### config.mk
export PLATFORM = sky130hd
export DESIGN_NAME = iopeb_top
export DESIGN_NICKNAME = d
export VERILOG_FILES = /design/src/iopeb_pkg.sv /design/src/iopeb_reset_filter.sv /design/src/iopeb_top.sv
export SDC_FILE = /design/constraint.sdc
export NUM_CORES = 1
export LEC_CHECK = 0
export ABC_AREA = 1
export BUFFER_PORTS_ARGS = -buffer_cell sky130_fd_sc_hd__clkbuf_2
export CORE_ASPECT_RATIO = 1.25
export CORE_MARGIN = 10
export CORE_UTILIZATION = 47
export CTS_BUF_LIST = sky130_fd_sc_hd__clkbuf_4
export DETAILED_ROUTE_END_ITERATION = 8
export GPL_TIMING_DRIVEN = 0
export PLACE_DENSITY_LB_ADDON = 0.12
export SKIP_CTS_REPAIR_TIMING = 1
export SYNTH_ARGS = -nofsm -noshare
export SYNTH_HDL_FRONTEND = slang
export SYNTH_SLANG_ARGS = --single-unit
export TNS_END_PERCENT = 1
### constraint.sdc
create_clock -name mclk -period 1.5 [get_ports mclk]
set_clock_uncertainty 0.15 [all_clocks]
set_input_delay 0.225 -clock mclk [delete_from_list [all_inputs] [get_ports mclk]]
set_output_delay 0.225 -clock mclk [all_outputs]
set_load 0.02 [all_outputs]
### src/iopeb_pkg.sv
// iopeb_pkg: register offsets, field positions, reset values and timing counts
// for the i/o ports and external memory bus block; assumes a 50 MHz mclk.
package iopeb_pkg;
   // ==========================================
   // register file offsets
   localparam logic [7:0] OFF_PORT_ZERO_DATA       = 8'h00;
   localparam logic [7:0] OFF_PORT_TWO_DATA        = 8'h02;
   localparam logic [7:0] OFF_PORT_THREE_DATA      = 8'h03;
   localparam logic [7:0] OFF_PORT_TWO_CONFIG      = 8'hf6;
   localparam logic [7:0] OFF_PORT_THREE_CONFIG    = 8'hf7;
   localparam logic [7:0] OFF_PORT_ZERO_ONE_CONFIG = 8'hf8;
   // ==========================================
   // port_zero_one_config fields
   localparam int P01_LO_ADDR_BIT  = 0;   // 1: low nibble carries A11..A8
   localparam int P01_HI_ADDR_BIT  = 1;   // 1: high nibble carries A15..A12
   localparam int P01_LO_OUT_BIT   = 2;   // i/o direction, 1 = output
   localparam int P01_HI_OUT_BIT   = 3;
   localparam int P01_FLOAT_BIT    = 4;   // float bus, request other master
   localparam int P01_EXT_TIME_BIT = 5;   // extended bus timing
   localparam logic [7:0] P01_RESET = 8'h23;
   // ==========================================
   // port_three_config fields
   localparam int P3M_P2_OPEN_DRAIN_BIT = 0;
   localparam int P3M_HS2_EN_BIT        = 1;
   localparam int P3M_HS0_EN_BIT        = 2;
   localparam int P3M_DM_EN_BIT         = 3;
   localparam logic [7:0] P3M_RESET = 8'h00;
   // port_two_config: bit set = input
   localparam logic [7:0] P2M_RESET = 8'hff;
   localparam logic [7:0] DATA_RESET = 8'h00;
   // ==========================================
   // reset filter and bus timing
   localparam int FILTER_PERIODS  = 4;    // low shorter than this is ignored
   localparam int LATCH_PERIOD    = 5;    // internal reset latched on this clock
   localparam int HOLD_PERIODS    = 18;   // least length of internal reset
   localparam logic [15:0] START_ADDR = 16'h000c;
   localparam int NORM_PHASE      = 1;    // cycles per bus phase, normal
   localparam int EXT_PHASE       = 2;    // cycles per bus phase, extended
   typedef enum logic [2:0] {IOPEB_IDLE, IOPEB_ADDR, IOPEB_GAP, IOPEB_DATA,
                             IOPEB_END} iopeb_state_t;
endpackage

### src/iopeb_reset_filter.sv
// iopeb_reset_filter: filters the external reset and stretches the internal one.
// assumes reset_in_n is synchronous to mclk; each mclk counts as one input period.
module iopeb_reset_filter (
   input  wire logic mclk,
   input  wire logic rstn,
   input  wire logic reset_in_n,
   output logic      int_reset
);
   logic [4:0] low_cnt_reg;
   logic [4:0] hold_cnt_reg;
   logic       int_reset_reg;
   wire        latch_now = (low_cnt_reg == 5'(iopeb_pkg::LATCH_PERIOD - 1)) && !reset_in_n;
   wire        hold_done = (hold_cnt_reg == 5'(iopeb_pkg::HOLD_PERIODS - 1));

   // ==========================================
   // low pulse counter: short glitches clear before reaching the latch point
   always_ff @(posedge mclk or negedge rstn) begin
      if (!rstn) begin
         low_cnt_reg <= 5'h00;
      end else if (reset_in_n) begin
         low_cnt_reg <= 5'h00;
      end else if (low_cnt_reg < 5'(iopeb_pkg::LATCH_PERIOD)) begin
         low_cnt_reg <= low_cnt_reg + 5'h01;
      end
   end

   // ==========================================
   // internal reset: held 18 periods or while the pin is low, whichever longer
   always_ff @(posedge mclk or negedge rstn) begin
      if (!rstn) begin
         int_reset_reg <= 1'b1;
         hold_cnt_reg  <= 5'h00;
      end else if (latch_now) begin
         int_reset_reg <= 1'b1;
         hold_cnt_reg  <= 5'h00;
      end else if (int_reset_reg) begin
         if (!hold_done) begin
            hold_cnt_reg <= hold_cnt_reg + 5'h01;
         end else if (reset_in_n) begin
            int_reset_reg <= 1'b0;
         end
      end
   end

   assign int_reset = int_reset_reg;
endmodule

### src/iopeb_top.sv
// iopeb_top: four 8-bit ports, their port-3 alternate functions and the
// multiplexed external memory bus. assumes a core that issues fetch, read and
// write requests and register accesses; all inputs synchronous to mclk.
// Summary of operation
// - data strobe pulses once per transfer
// - address strobe pulses at each cycle start
// - program control floats strobes, r/w, ports 0,1
// - read/write low only during writes
// - reset lows under four periods ignored
// - internal reset latched fifth clock, held 18+
// - in reset data strobe low, address strobe toggles
// - fetching restarts at address 000c after reset
// - port 0 nibbles each address or i/o
// - port 0 handshake on lines 2 and 5
// - reset: port 0 address, extended timing
// - port 1 multiplexes low address and data
// - bus request out, acknowledge in on port 3
// - port 2 per-bit direction, global open-drain
// - port 2 handshake on lines 1 and 6
// - port 3: four fixed inputs, four outputs
// - port 3 inputs give irqs and timer input
// - data space select low for data loads
// - 16-bit address, vectors in lowest 12 bytes
module iopeb_top (
   input  wire logic        mclk,
   input  wire logic        rstn,
   input  wire logic        reset_in_n,
   // core memory request
   input  wire logic        mem_req,
   input  wire logic        mem_write,
   input  wire logic        mem_data_space,
   input  wire logic [15:0] mem_addr,
   input  wire logic [7:0]  mem_wdata,
   output logic             mem_ready,
   output logic [7:0]       mem_rdata,
   output logic [15:0]      fetch_addr,
   output logic             core_reset,
   // core register access
   input  wire logic        reg_wr,
   input  wire logic        reg_rd,
   input  wire logic [7:0]  reg_addr,
   input  wire logic [7:0]  reg_wdata,
   output logic [7:0]       reg_rdata,
   // core alternate functions
   input  wire logic        timer_output,
   output logic [3:0]       ext_irq_lines,
   output logic             timer_input,
   // external bus
   output logic             address_strobe_n,
   output logic             address_strobe_oe,
   output logic             data_strobe_n,
   output logic             data_strobe_oe,
   output logic             read_write,
   output logic             read_write_oe,
   // ports
   input  wire logic [7:0]  port0_in,
   output logic [7:0]       port0_out,
   output logic [7:0]       port0_oe,
   input  wire logic [7:0]  port1_in,
   output logic [7:0]       port1_out,
   output logic [7:0]       port1_oe,
   input  wire logic [7:0]  port2_in,
   output logic [7:0]       port2_out,
   output logic [7:0]       port2_oe,
   input  wire logic [3:0]  port3_in,
   output logic [3:0]       port3_out
);
   // ==========================================
   // reset filter
   logic int_reset;
   iopeb_reset_filter u_filter (
      .mclk       (mclk),
      .rstn       (rstn),
      .reset_in_n (reset_in_n),
      .int_reset  (int_reset)
   );
   assign core_reset = int_reset;
   assign fetch_addr = iopeb_pkg::START_ADDR;

   // ==========================================
   // registers
   logic [7:0] p0_data_reg, p2_data_reg, p3_out_reg;
   logic [7:0] p2m_reg, p3m_reg, port_zero_one_config_reg;
   wire wr_p0   = reg_wr && (reg_addr == iopeb_pkg::OFF_PORT_ZERO_DATA);
   wire wr_p2   = reg_wr && (reg_addr == iopeb_pkg::OFF_PORT_TWO_DATA);
   wire wr_p3   = reg_wr && (reg_addr == iopeb_pkg::OFF_PORT_THREE_DATA);
   wire wr_p2m  = reg_wr && (reg_addr == iopeb_pkg::OFF_PORT_TWO_CONFIG);
   wire wr_p3m  = reg_wr && (reg_addr == iopeb_pkg::OFF_PORT_THREE_CONFIG);
   wire wr_port_zero_one_config = reg_wr && (reg_addr == iopeb_pkg::OFF_PORT_ZERO_ONE_CONFIG);

   wire lo_addr   = port_zero_one_config_reg[iopeb_pkg::P01_LO_ADDR_BIT];
   wire hi_addr   = port_zero_one_config_reg[iopeb_pkg::P01_HI_ADDR_BIT];
   wire lo_out    = port_zero_one_config_reg[iopeb_pkg::P01_LO_OUT_BIT];
   wire hi_out    = port_zero_one_config_reg[iopeb_pkg::P01_HI_OUT_BIT];
   wire float_req = port_zero_one_config_reg[iopeb_pkg::P01_FLOAT_BIT];
   wire ext_time  = port_zero_one_config_reg[iopeb_pkg::P01_EXT_TIME_BIT];
   wire p2_od     = p3m_reg[iopeb_pkg::P3M_P2_OPEN_DRAIN_BIT];
   wire hs2_en    = p3m_reg[iopeb_pkg::P3M_HS2_EN_BIT];
   wire hs0_en    = p3m_reg[iopeb_pkg::P3M_HS0_EN_BIT] && (lo_out == hi_out)
                    && !lo_addr && !hi_addr;
   wire dm_en     = p3m_reg[iopeb_pkg::P3M_DM_EN_BIT];

   // handshake: output-direction port drives data_avail on the output line
   // and reads ready on the input line; input-direction swaps roles
   wire bus_ack   = port3_in[3];
   logic hs0_flag_reg, hs2_flag_reg;
   wire hs0_in_line = port3_in[2];
   wire hs2_in_line = port3_in[1];
   wire p2_top_out  = !p2m_reg[7];
   wire hs0_strobe  = hs0_en && ((hi_out && wr_p0) || (!hi_out && !hs0_in_line && !hs0_flag_reg));
   wire hs2_strobe  = hs2_en && ((p2_top_out && wr_p2) || (!p2_top_out && !hs2_in_line
                     && !hs2_flag_reg));

   always_ff @(posedge mclk or negedge rstn) begin
      if (!rstn) begin
         p2m_reg  <= iopeb_pkg::P2M_RESET;
         p3m_reg  <= iopeb_pkg::P3M_RESET;
         port_zero_one_config_reg <= iopeb_pkg::P01_RESET;
      end else if (int_reset) begin
         p2m_reg  <= iopeb_pkg::P2M_RESET;
         p3m_reg  <= iopeb_pkg::P3M_RESET;
         port_zero_one_config_reg <= iopeb_pkg::P01_RESET;
      end else begin
         if (wr_p2m)  p2m_reg  <= reg_wdata;
         if (wr_p3m)  p3m_reg  <= reg_wdata;
         if (wr_port_zero_one_config) port_zero_one_config_reg <= reg_wdata;
      end
   end

   // input-mode handshake latches pin data on the data-available edge
   always_ff @(posedge mclk or negedge rstn) begin
      if (!rstn) begin
         p0_data_reg <= iopeb_pkg::DATA_RESET;
         p2_data_reg <= iopeb_pkg::DATA_RESET;
         p3_out_reg  <= iopeb_pkg::DATA_RESET;
      end else begin
         if (wr_p0) p0_data_reg <= reg_wdata;
         else if (hs0_en && !hi_out && hs0_strobe) p0_data_reg <= port0_in;
         if (wr_p2) p2_data_reg <= reg_wdata;
         else if (hs2_en && !p2_top_out && hs2_strobe) p2_data_reg <= port2_in;
         if (wr_p3) p3_out_reg <= reg_wdata;
      end
   end

   // flag set = transfer pending; cleared by the partner's answer or a data register read
   always_ff @(posedge mclk or negedge rstn) begin
      if (!rstn) begin
         hs0_flag_reg <= 1'b0;
         hs2_flag_reg <= 1'b0;
      end else begin
         if (hs0_strobe) hs0_flag_reg <= 1'b1;
         else if ((hi_out && !hs0_in_line) || (!hi_out && reg_rd
                  && reg_addr == iopeb_pkg::OFF_PORT_ZERO_DATA)) hs0_flag_reg <= 1'b0;
         if (hs2_strobe) hs2_flag_reg <= 1'b1;
         else if ((p2_top_out && !hs2_in_line) || (!p2_top_out && reg_rd
                  && reg_addr == iopeb_pkg::OFF_PORT_TWO_DATA)) hs2_flag_reg <= 1'b0;
      end
   end

   // ==========================================
   // external bus sequencer
   iopeb_pkg::iopeb_state_t state_reg, state_next;
   logic [1:0]  phase_cnt_reg;
   logic [15:0] addr_reg;
   logic [7:0]  wdata_reg, rdata_reg;
   logic        write_reg, dspace_reg, as_tog_reg, float_reg;
   wire  [1:0]  phase_len = ext_time ? 2'(iopeb_pkg::EXT_PHASE) : 2'(iopeb_pkg::NORM_PHASE);
   wire         phase_done = (phase_cnt_reg == phase_len - 2'h1);
   wire         granted = float_reg && bus_ack;
   wire         start = mem_req && !granted && !int_reset;

   always_comb begin
      state_next = state_reg;
      unique case (state_reg)
         iopeb_pkg::IOPEB_IDLE: if (start) state_next = iopeb_pkg::IOPEB_ADDR;
         iopeb_pkg::IOPEB_ADDR: if (phase_done) state_next = iopeb_pkg::IOPEB_GAP;
         iopeb_pkg::IOPEB_GAP:  state_next = iopeb_pkg::IOPEB_DATA;
         iopeb_pkg::IOPEB_DATA: if (phase_done) state_next = iopeb_pkg::IOPEB_END;
         iopeb_pkg::IOPEB_END:  state_next = iopeb_pkg::IOPEB_IDLE;
         default:               state_next = iopeb_pkg::IOPEB_IDLE;
      endcase
   end

   always_ff @(posedge mclk or negedge rstn) begin
      if (!rstn) begin
         state_reg     <= iopeb_pkg::IOPEB_IDLE;
         phase_cnt_reg <= 2'h0;
      end else if (int_reset) begin
         state_reg     <= iopeb_pkg::IOPEB_IDLE;
         phase_cnt_reg <= 2'h0;
      end else begin
         state_reg     <= state_next;
         phase_cnt_reg <= (state_next != state_reg) ? 2'h0 : phase_cnt_reg + 2'h1;
      end
   end

   always_ff @(posedge mclk or negedge rstn) begin
      if (!rstn) begin
         addr_reg   <= 16'h0000;
         wdata_reg  <= 8'h00;
         rdata_reg  <= 8'h00;
         write_reg  <= 1'b0;
         dspace_reg <= 1'b0;
         as_tog_reg <= 1'b1;
         float_reg  <= 1'b0;
      end else begin
         as_tog_reg <= int_reset ? !as_tog_reg : 1'b1;
         // float only between cycles so no transfer is cut short
         if (int_reset) float_reg <= 1'b0;
         else if (state_reg == iopeb_pkg::IOPEB_IDLE && !start) float_reg <= float_req;
         if (state_reg == iopeb_pkg::IOPEB_IDLE && start) begin
            addr_reg   <= mem_addr;
            wdata_reg  <= mem_wdata;
            write_reg  <= mem_write;
            dspace_reg <= mem_data_space;
         end
         if (state_reg == iopeb_pkg::IOPEB_DATA && phase_done && !write_reg)
            rdata_reg <= port1_in;
      end
   end

   wire in_addr  = (state_reg == iopeb_pkg::IOPEB_ADDR);
   wire in_data  = (state_reg == iopeb_pkg::IOPEB_DATA);
   wire in_cycle = (state_reg != iopeb_pkg::IOPEB_IDLE);
   // reset takes the pins back at once so the strobes stay visible as a group
   wire drive    = !float_reg || int_reset;
   assign mem_ready = (state_reg == iopeb_pkg::IOPEB_END);
   assign mem_rdata = rdata_reg;

   // address valid on port 1, and on port 0 nibbles in address mode, through each strobe low outside reset
   assign address_strobe_n  = int_reset ? as_tog_reg : !in_addr;
   assign data_strobe_n     = int_reset ? 1'b0 : !in_data;
   assign read_write        = !(in_data && write_reg);
   assign address_strobe_oe = drive;
   assign data_strobe_oe    = drive;
   assign read_write_oe     = drive;

   // ==========================================
   // port drivers
   wire p1_addr_phase = in_addr || (state_reg == iopeb_pkg::IOPEB_GAP);
   assign port1_out = p1_addr_phase ? addr_reg[7:0] : wdata_reg;
   assign port1_oe  = {8{drive && (p1_addr_phase || (in_cycle && write_reg
                        && state_reg != iopeb_pkg::IOPEB_ADDR))}};

   assign port0_out[3:0] = lo_addr ? addr_reg[11:8]  : p0_data_reg[3:0];
   assign port0_out[7:4] = hi_addr ? addr_reg[15:12] : p0_data_reg[7:4];
   assign port0_oe[3:0]  = {4{drive && (lo_addr || lo_out)}};
   assign port0_oe[7:4]  = {4{drive && (hi_addr || hi_out)}};

   genvar gi;
   generate
      for (gi = 0; gi < 8; gi++) begin : g_p2
         wire out_bit = !p2m_reg[gi];
         // open-drain: drive only the low level
         assign port2_out[gi] = p2_data_reg[gi];
         assign port2_oe[gi]  = out_bit && (!p2_od || !p2_data_reg[gi]);
      end
   endgenerate

   // ==========================================
   // port 3: fixed direction, alternate functions
   assign ext_irq_lines = {port3_in[0], port3_in[1], port3_in[3], port3_in[2]};
   assign timer_input   = port3_in[1];
   assign port3_out[0] = (dm_en && in_cycle) ? !dspace_reg : p3_out_reg[4]
                         & !float_reg;
   assign port3_out[1] = hs0_en ? (hi_out ? !hs0_flag_reg : !hs0_flag_reg)
                         : p3_out_reg[5];
   assign port3_out[2] = hs2_en ? !hs2_flag_reg : timer_output && p3_out_reg[6];
   assign port3_out[3] = p3_out_reg[7];

   // reads: fixed input bits come from pins, config registers are write-only
   always_comb begin
      unique case (reg_addr)
         iopeb_pkg::OFF_PORT_ZERO_DATA:  reg_rdata = p0_data_reg;
         iopeb_pkg::OFF_PORT_TWO_DATA:   reg_rdata = p2_data_reg;
         iopeb_pkg::OFF_PORT_THREE_DATA: reg_rdata = {p3_out_reg[7:4], port3_in};
         default:                        reg_rdata = 8'hff;
      endcase
   end
endmodule

# [Yosys cells after proc, flatten, opt, wreduce, memory -nomap -nowiden]
# Index checks and enable logic that the tools add are counted.
[op_classes] add_sub_neg=4 order_cmp=1 eq_ne=16 muxes=43 n_bitwise=1 n_reduce_logical=117
[op_table] operator="two-way mux 8 bit" count=7
[op_table] operator="logical AND 1 bit" count=51
[op_table] operator="logical NOT 1 bit" count=35
[op_table] operator="two-way mux 5 bit" count=5
[op_table] operator="equality test 8 bit, second input constant" count=3
[op_table] operator="case mux 8 bit (3 select lines)" count=1
[op_table] operator="nonzero test 2 bit" count=10
[op_table] operator="logical OR 1 bit" count=17
[op_table] operator="equality test 8 x 2 -> 1 bit, second input constant" count=2
[op_table] operator="two-way mux 1 bit" count=16
[op_table] operator="two-way mux 4 bit" count=4
[op_table] operator="two-way mux 3 bit" count=4
[op_table] operator="two-way mux 6 bit" count=2
[op_table] operator="case mux 3 bit (4 select lines)" count=1
[op_table] operator="adder 5 x 1 -> 5 bit, second input constant" count=2
[op_table] operator="logical NOT 8 bit" count=1
[op_table] operator="equality test 3 x 2 -> 1 bit, second input constant" count=2
[op_table] operator="two-way mux 2 bit" count=3
[op_table] operator="equality test 5 x 3 -> 1 bit, second input constant" count=1
[op_table] operator="equality test 5 bit, second input constant" count=1
[op_table] operator="< comparator 5 x 3 -> 1 bit, second input constant" count=1
[op_table] operator="equality test 3 x 1 -> 1 bit, second input constant" count=1
[op_table] operator="equality test 3 bit, second input constant" count=1
[op_table] operator="logical NOT 3 bit" count=1
[op_table] operator="10 further kinds" count=10
[totals] ff_bits=96 inputBits=77 out_inout_bits=97 elab_cells=202

# [Logic depth before layout (Yosys ltp)]
[depth] depth_word=9 mapped_depth=9 ltp_nobuf=9

# [By module]
# A second synthesis with hierarchy kept.
[unflattened] hier_cells=661 area_unflattened_um2=5063.6
[modules_own_cells] module="iopeb_top" n_inst=1 cells_per_inst=586 area_each_um2=4425.5 seq_area_each_um2=2042.0
[modules_own_cells] module="iopeb_reset_filter" n_inst=1 cells_per_inst=75 area_each_um2=638.1 seq_area_each_um2=276.5

# [Worst setup path after synthesis]
# No wires, ideal clock.
[synth_path] path_kind="register to output" from="register u_filter.int_reset_reg (netlist: u_filter.int_reset)" to="output port port1_oe[1]" arrival_time_ps=1598 t_required_ps=1125 slack_ps=-473 path_stages_with_launch=7 path_buffers=2 path_cell_list="dfstp_2 > buf_2 > nor2_1 > inv_1 > o21ai_0 > inv_1 > buf_4"
[synth_via] elab_chain_len=2
[synth_lines] element="start: declaration" line_no="iopeb_reset_filter.sv:11" source="logic int_reset_reg;"
[synth_lines] element="start signal: assignment" line_no="iopeb_reset_filter.sv:31" source="int_reset_reg <= 1'b1;"
[synth_lines] element="start signal: assignment" line_no="iopeb_reset_filter.sv:34" source="int_reset_reg <= 1'b1;"
[synth_lines] element="start signal: assignment" line_no="iopeb_reset_filter.sv:40" source="int_reset_reg <= 1'b0;"
[synth_lines] element="logical OR 1 bit" line_no="iopeb_top.sv:226" source="wire drive = !float_reg || int_reset;"
[synth_lines] element="named net address_strobe_oe" line_no="iopeb_top.sv:50" source="output logic address_strobe_oe,"
[synth_lines] element="logical AND 1 bit" line_no="iopeb_top.sv:242" source="assign port1_oe = {8{drive && (p1_addr_phase || (in_cycle && write_reg"
[synth_lines] element="end: declaration" line_no="iopeb_top.sv:61" source="output logic [7:0] port1_oe,"
# The timed path passes the listed nets, and every way through them passes these cells.

# [Worst setup path after layout]
[layout_path] from="register state_reg[1]" to="output port port1_out[6]"
[layout_via] elab_chain_len=3 elab_cells_between_ends=4 cone_classes="2 x eq/ne; 1 x mux; 1 x reduce/logical"
[layout_lines] element="start: declaration" line_no="iopeb_top.sv:162" source="iopeb_pkg::iopeb_state_t state_reg, state_next;"
[layout_lines] element="start signal: assignment" line_no="iopeb_top.sv:186" source="state_reg <= iopeb_pkg::IOPEB_IDLE;"
[layout_lines] element="start signal: assignment" line_no="iopeb_top.sv:189" source="state_reg <= iopeb_pkg::IOPEB_IDLE;"
[layout_lines] element="start signal: assignment" line_no="iopeb_top.sv:192" source="state_reg <= state_next;"
[layout_lines] element="equality test 3 x 1 -> 1 bit / equality test 3 x 2 -> 1 bit (equally long branches)" line_no="iopeb_top.sv:222, iopeb_top.sv:240"
[layout_lines] element="logical OR 1 bit (*)" line_no="iopeb_top.sv:240" source="wire p1_addr_phase = in_addr || (state_reg == iopeb_pkg::IOPEB_GAP);"
[layout_lines] element="two-way mux 8 bit (*)" line_no="iopeb_top.sv:241" source="assign port1_out = p1_addr_phase ? addr_reg[7:0] : wdata_reg;"
[layout_lines] element="end: declaration" line_no="iopeb_top.sv:60" source="output logic [7:0] port1_out,"
# Every way passes the cells marked *; elsewhere a longest branch is shown, timed or not.

==> flow_summary.yaml <==
status:
  status: "complete, but fails checks"
  violations: "hold timing, setup timing"
timing:
  grt_setup_unrepaired: "yes"
  fin_ws_ps: -612
  hold_slack_ps: -0.267
  setup_viol: 109
  max_freq_mhz: 474
  fin_crit_sh_pct: 141
  finalHoldViolations: 1
  slew_viol_final: 0
  fin_crit_ps: 2110
  tns_ps: -31210
job:
  cap_violations: 0
finish:
  drive_gt1_share_pct: 34.5
  largest_reg_flops: 16
  synthToLayoutAreaGrowth_pct: 43.9
  nFillCells: 887
  diodes: 0
  finalNetCount: 995
  final_cells: 1051
detailed_routing:
  drt-initial-drc-count: 257
  topRoutingLayerUsed: "met4"
  post_drt_wl_per_cell_um: 15.4
  final_antenna_net_count: 0
  drc: 0
  met3_length_um: 1260
  wl_met1_um: 6320
  dr.pass1.iters: 4
  vias: 5192
  drt-total-wl_um: 16200
  routed-wl-met2_um: 8240
  drt-vias-per-instance: 4.94
clock_network:
  cts_tree: "done"
  clk_latency_ps: 450
  cts_made_buffers: 9
  clk_path_buf_depth: 2
  cts.htree.levels: 3
  cts_root_buf: "clkbuf_4"
  clkTransAtPathRegs_ps: 130
  cts.sinks: 92
place:
  hpwl_um: 11800
  post-place-ws_ps: -471
  io_buffer_count: 156
  dp.cells: 968
  gp_congestion: 0.955
synth:
  synth_seq_area_share_pct: 45.7
  syn_avg_cell_area_um2: 7.63
  yosysTopAreaCell: "dfrtp_1"
  yosysWarnings: 0
  synthDistinctLibCells: 36
  synth.cell_area_mm2: 0.00507
  synthTopCellsByArea: "dfrtp_1 39%, nand2_1 15%, o21ai_0 8.1%"
  synthCells: 665
  synth_top_area_share_pct: 39.0
  synth-seq-cells: 92
grt:
  grt_usage_pct: 19.0
  grt_first_pass_wirelength_um: 23700
  grt_max_degree: 63
  grt_pass1_vias: 4895
  grt_overflow_total: 0
  grt_antenna_before_repair: 0
worst_setup_path:
  rr_worst_depth: 7
  r2r_slack_ps: -330
  cp_cell_sequence: "inv_2 -> nor2_4 -> nand2_2 -> nand2_4 -> buf_6 -> nand2_1 -> o21ai_2 -> buf_4"
  cp_max_fo: 10
  slowest_stage: "dfrtp_1"
  crit_type: "flop to primary output"
  reg2reg_to: "addr_reg[11]"
  cp_num_buf_inv: 3
  cpLargestDelayFamily: "flip-flops"
  critical_path.startpoint_type: "flop"
  r2r_start: "u_filter.int_reset"
  arrival_ps: 1740
  cpPeakStageDelay_ps: 450
  crit_path_end_kind: "primary output"
  crit_required_ps: 1120
hold_path:
  min-delay-start: "reg_rd"
  min_to: "hs2_flag_reg"
  worst_hold_path_type: "primary input to flop"
  hold_depth: 4
floorplan:
  boundaryPins: 174
  fp-row-count: 42
  start_util_pct: 48.0
  fp.coreArea_mm2: 0.0106
  dieArea_mm2: 0.0154
  fp.dieW_um: 113
  die_h_um: 136
pwr:
  total_power_uw: 11000
  irDropWorstVdd_v: 0.00154
  power_density_mw_per_mm2: 1510
  p_leak_uw: 0.00383
synth_stat cells, drive strengths merged:
cell type    n
o31ai        1
ha           4
inv         90
nand2      206
nor2        44
xor2         3
a31o         1
clkbuf       5
o21ai       95
o211ai       1
buf         49
clkinv       1
or2          1
a31oi        1
a21oi       18
dfstp       13
nand3       32
nand3b       1
nor3         4
dfrtp       79
conb         2
nand4       14
metal layers:
metal | track usage [%] | vias to the layer above
li1 | - | 2548
met1 | 22.0 | 2438
met2 | 31.9 | 178
met3 | 6.57 | 28
met4 | 6.57 | 0
met5 | 0 | -
metrics by stage:
step                cell area, um^2  utilization [%]
finish                         7300             69.1
global route                   7300             69.1
CTS                            6290             59.5
detailed placement             6170             58.4
global placement               6140             58.2
floorplan                      5200                -
tightest hold or removal path, cell delays in order:
cell and delay (ps):
clkbuf_2 120, nand3_1 80, o211ai_1 90, nand2_1 60
how the worst max path moves through the flow:
stage	end	from	cells after the start	slack, ps
CTS	port1_out[6]	state_reg[1]	7	-990
global route	port1_oe[6]	state_reg[1]	8	-720
detailed placement	reg_rdata[4]	reg_addr[3]	6	-470
floorplan	port0_out[4]	port_zero_one_config_reg[1]	3	-130
global placement	addr_reg[9]	rstn	1	-1110
finish	port1_out[6]	state_reg[1]	8	-610
kinds of logic after synthesis:
logic type	after synthesis	share of synthesized area, %
and+or+nand+nor	302	26.5
other	2	0.148
AOI/OAI and AO/OA	117	12.1
xor gates and xnor gates	3	0.518
DFF	92	45.7
adders and majority gates	4	0.987
buffers and inverters	145	14.0
power by group:
part / total (uW) / internal [uW] / switching [uW]
registers: 3700 / 3270 / 431
clock network: 1220 / 410 / 807
logic: 6060 / 2470 / 3600
total: 11000 / 6150 / 4840
placed cells by master (no fill, tap or decap), types with 12 or more instances in the layout:
master,count
nand2_1,195
buf_4,62
a21oi_1,14
clkbuf_4,16
clkbuf_2,109
nand3_1,27
o21ai_2,15
o21ai_0,49
inv_1,79
dlygate4sd3_1,60
buf_2,12
nor2_1,29
dfrtp_1,74
o21ai_1,31
conb_1,16
buf_6,29
dfstp_2,13
nand4_1,13
cell type report:
| cell class | instances | area, um^2 | area share (%) |
|---|---|---|---|
| plain buffers | 54 | 444 | 6.09 |
| clock buffers | 13 | 97.6 | 1.34 |
| clock inverters | 3 | 16.3 | 0.223 |
| inverters | 91 | 357 | 4.89 |
| multi-input cells | 442 | 2280 | 31.3 |
| flip-flops and latches | 92 | 2320 | 31.9 |
| well taps | 132 | 165 | 2.26 |
| repair buffers | 224 | 1610 | 22.1 |
No activity file was read; power rests on OpenSTA's default activity.
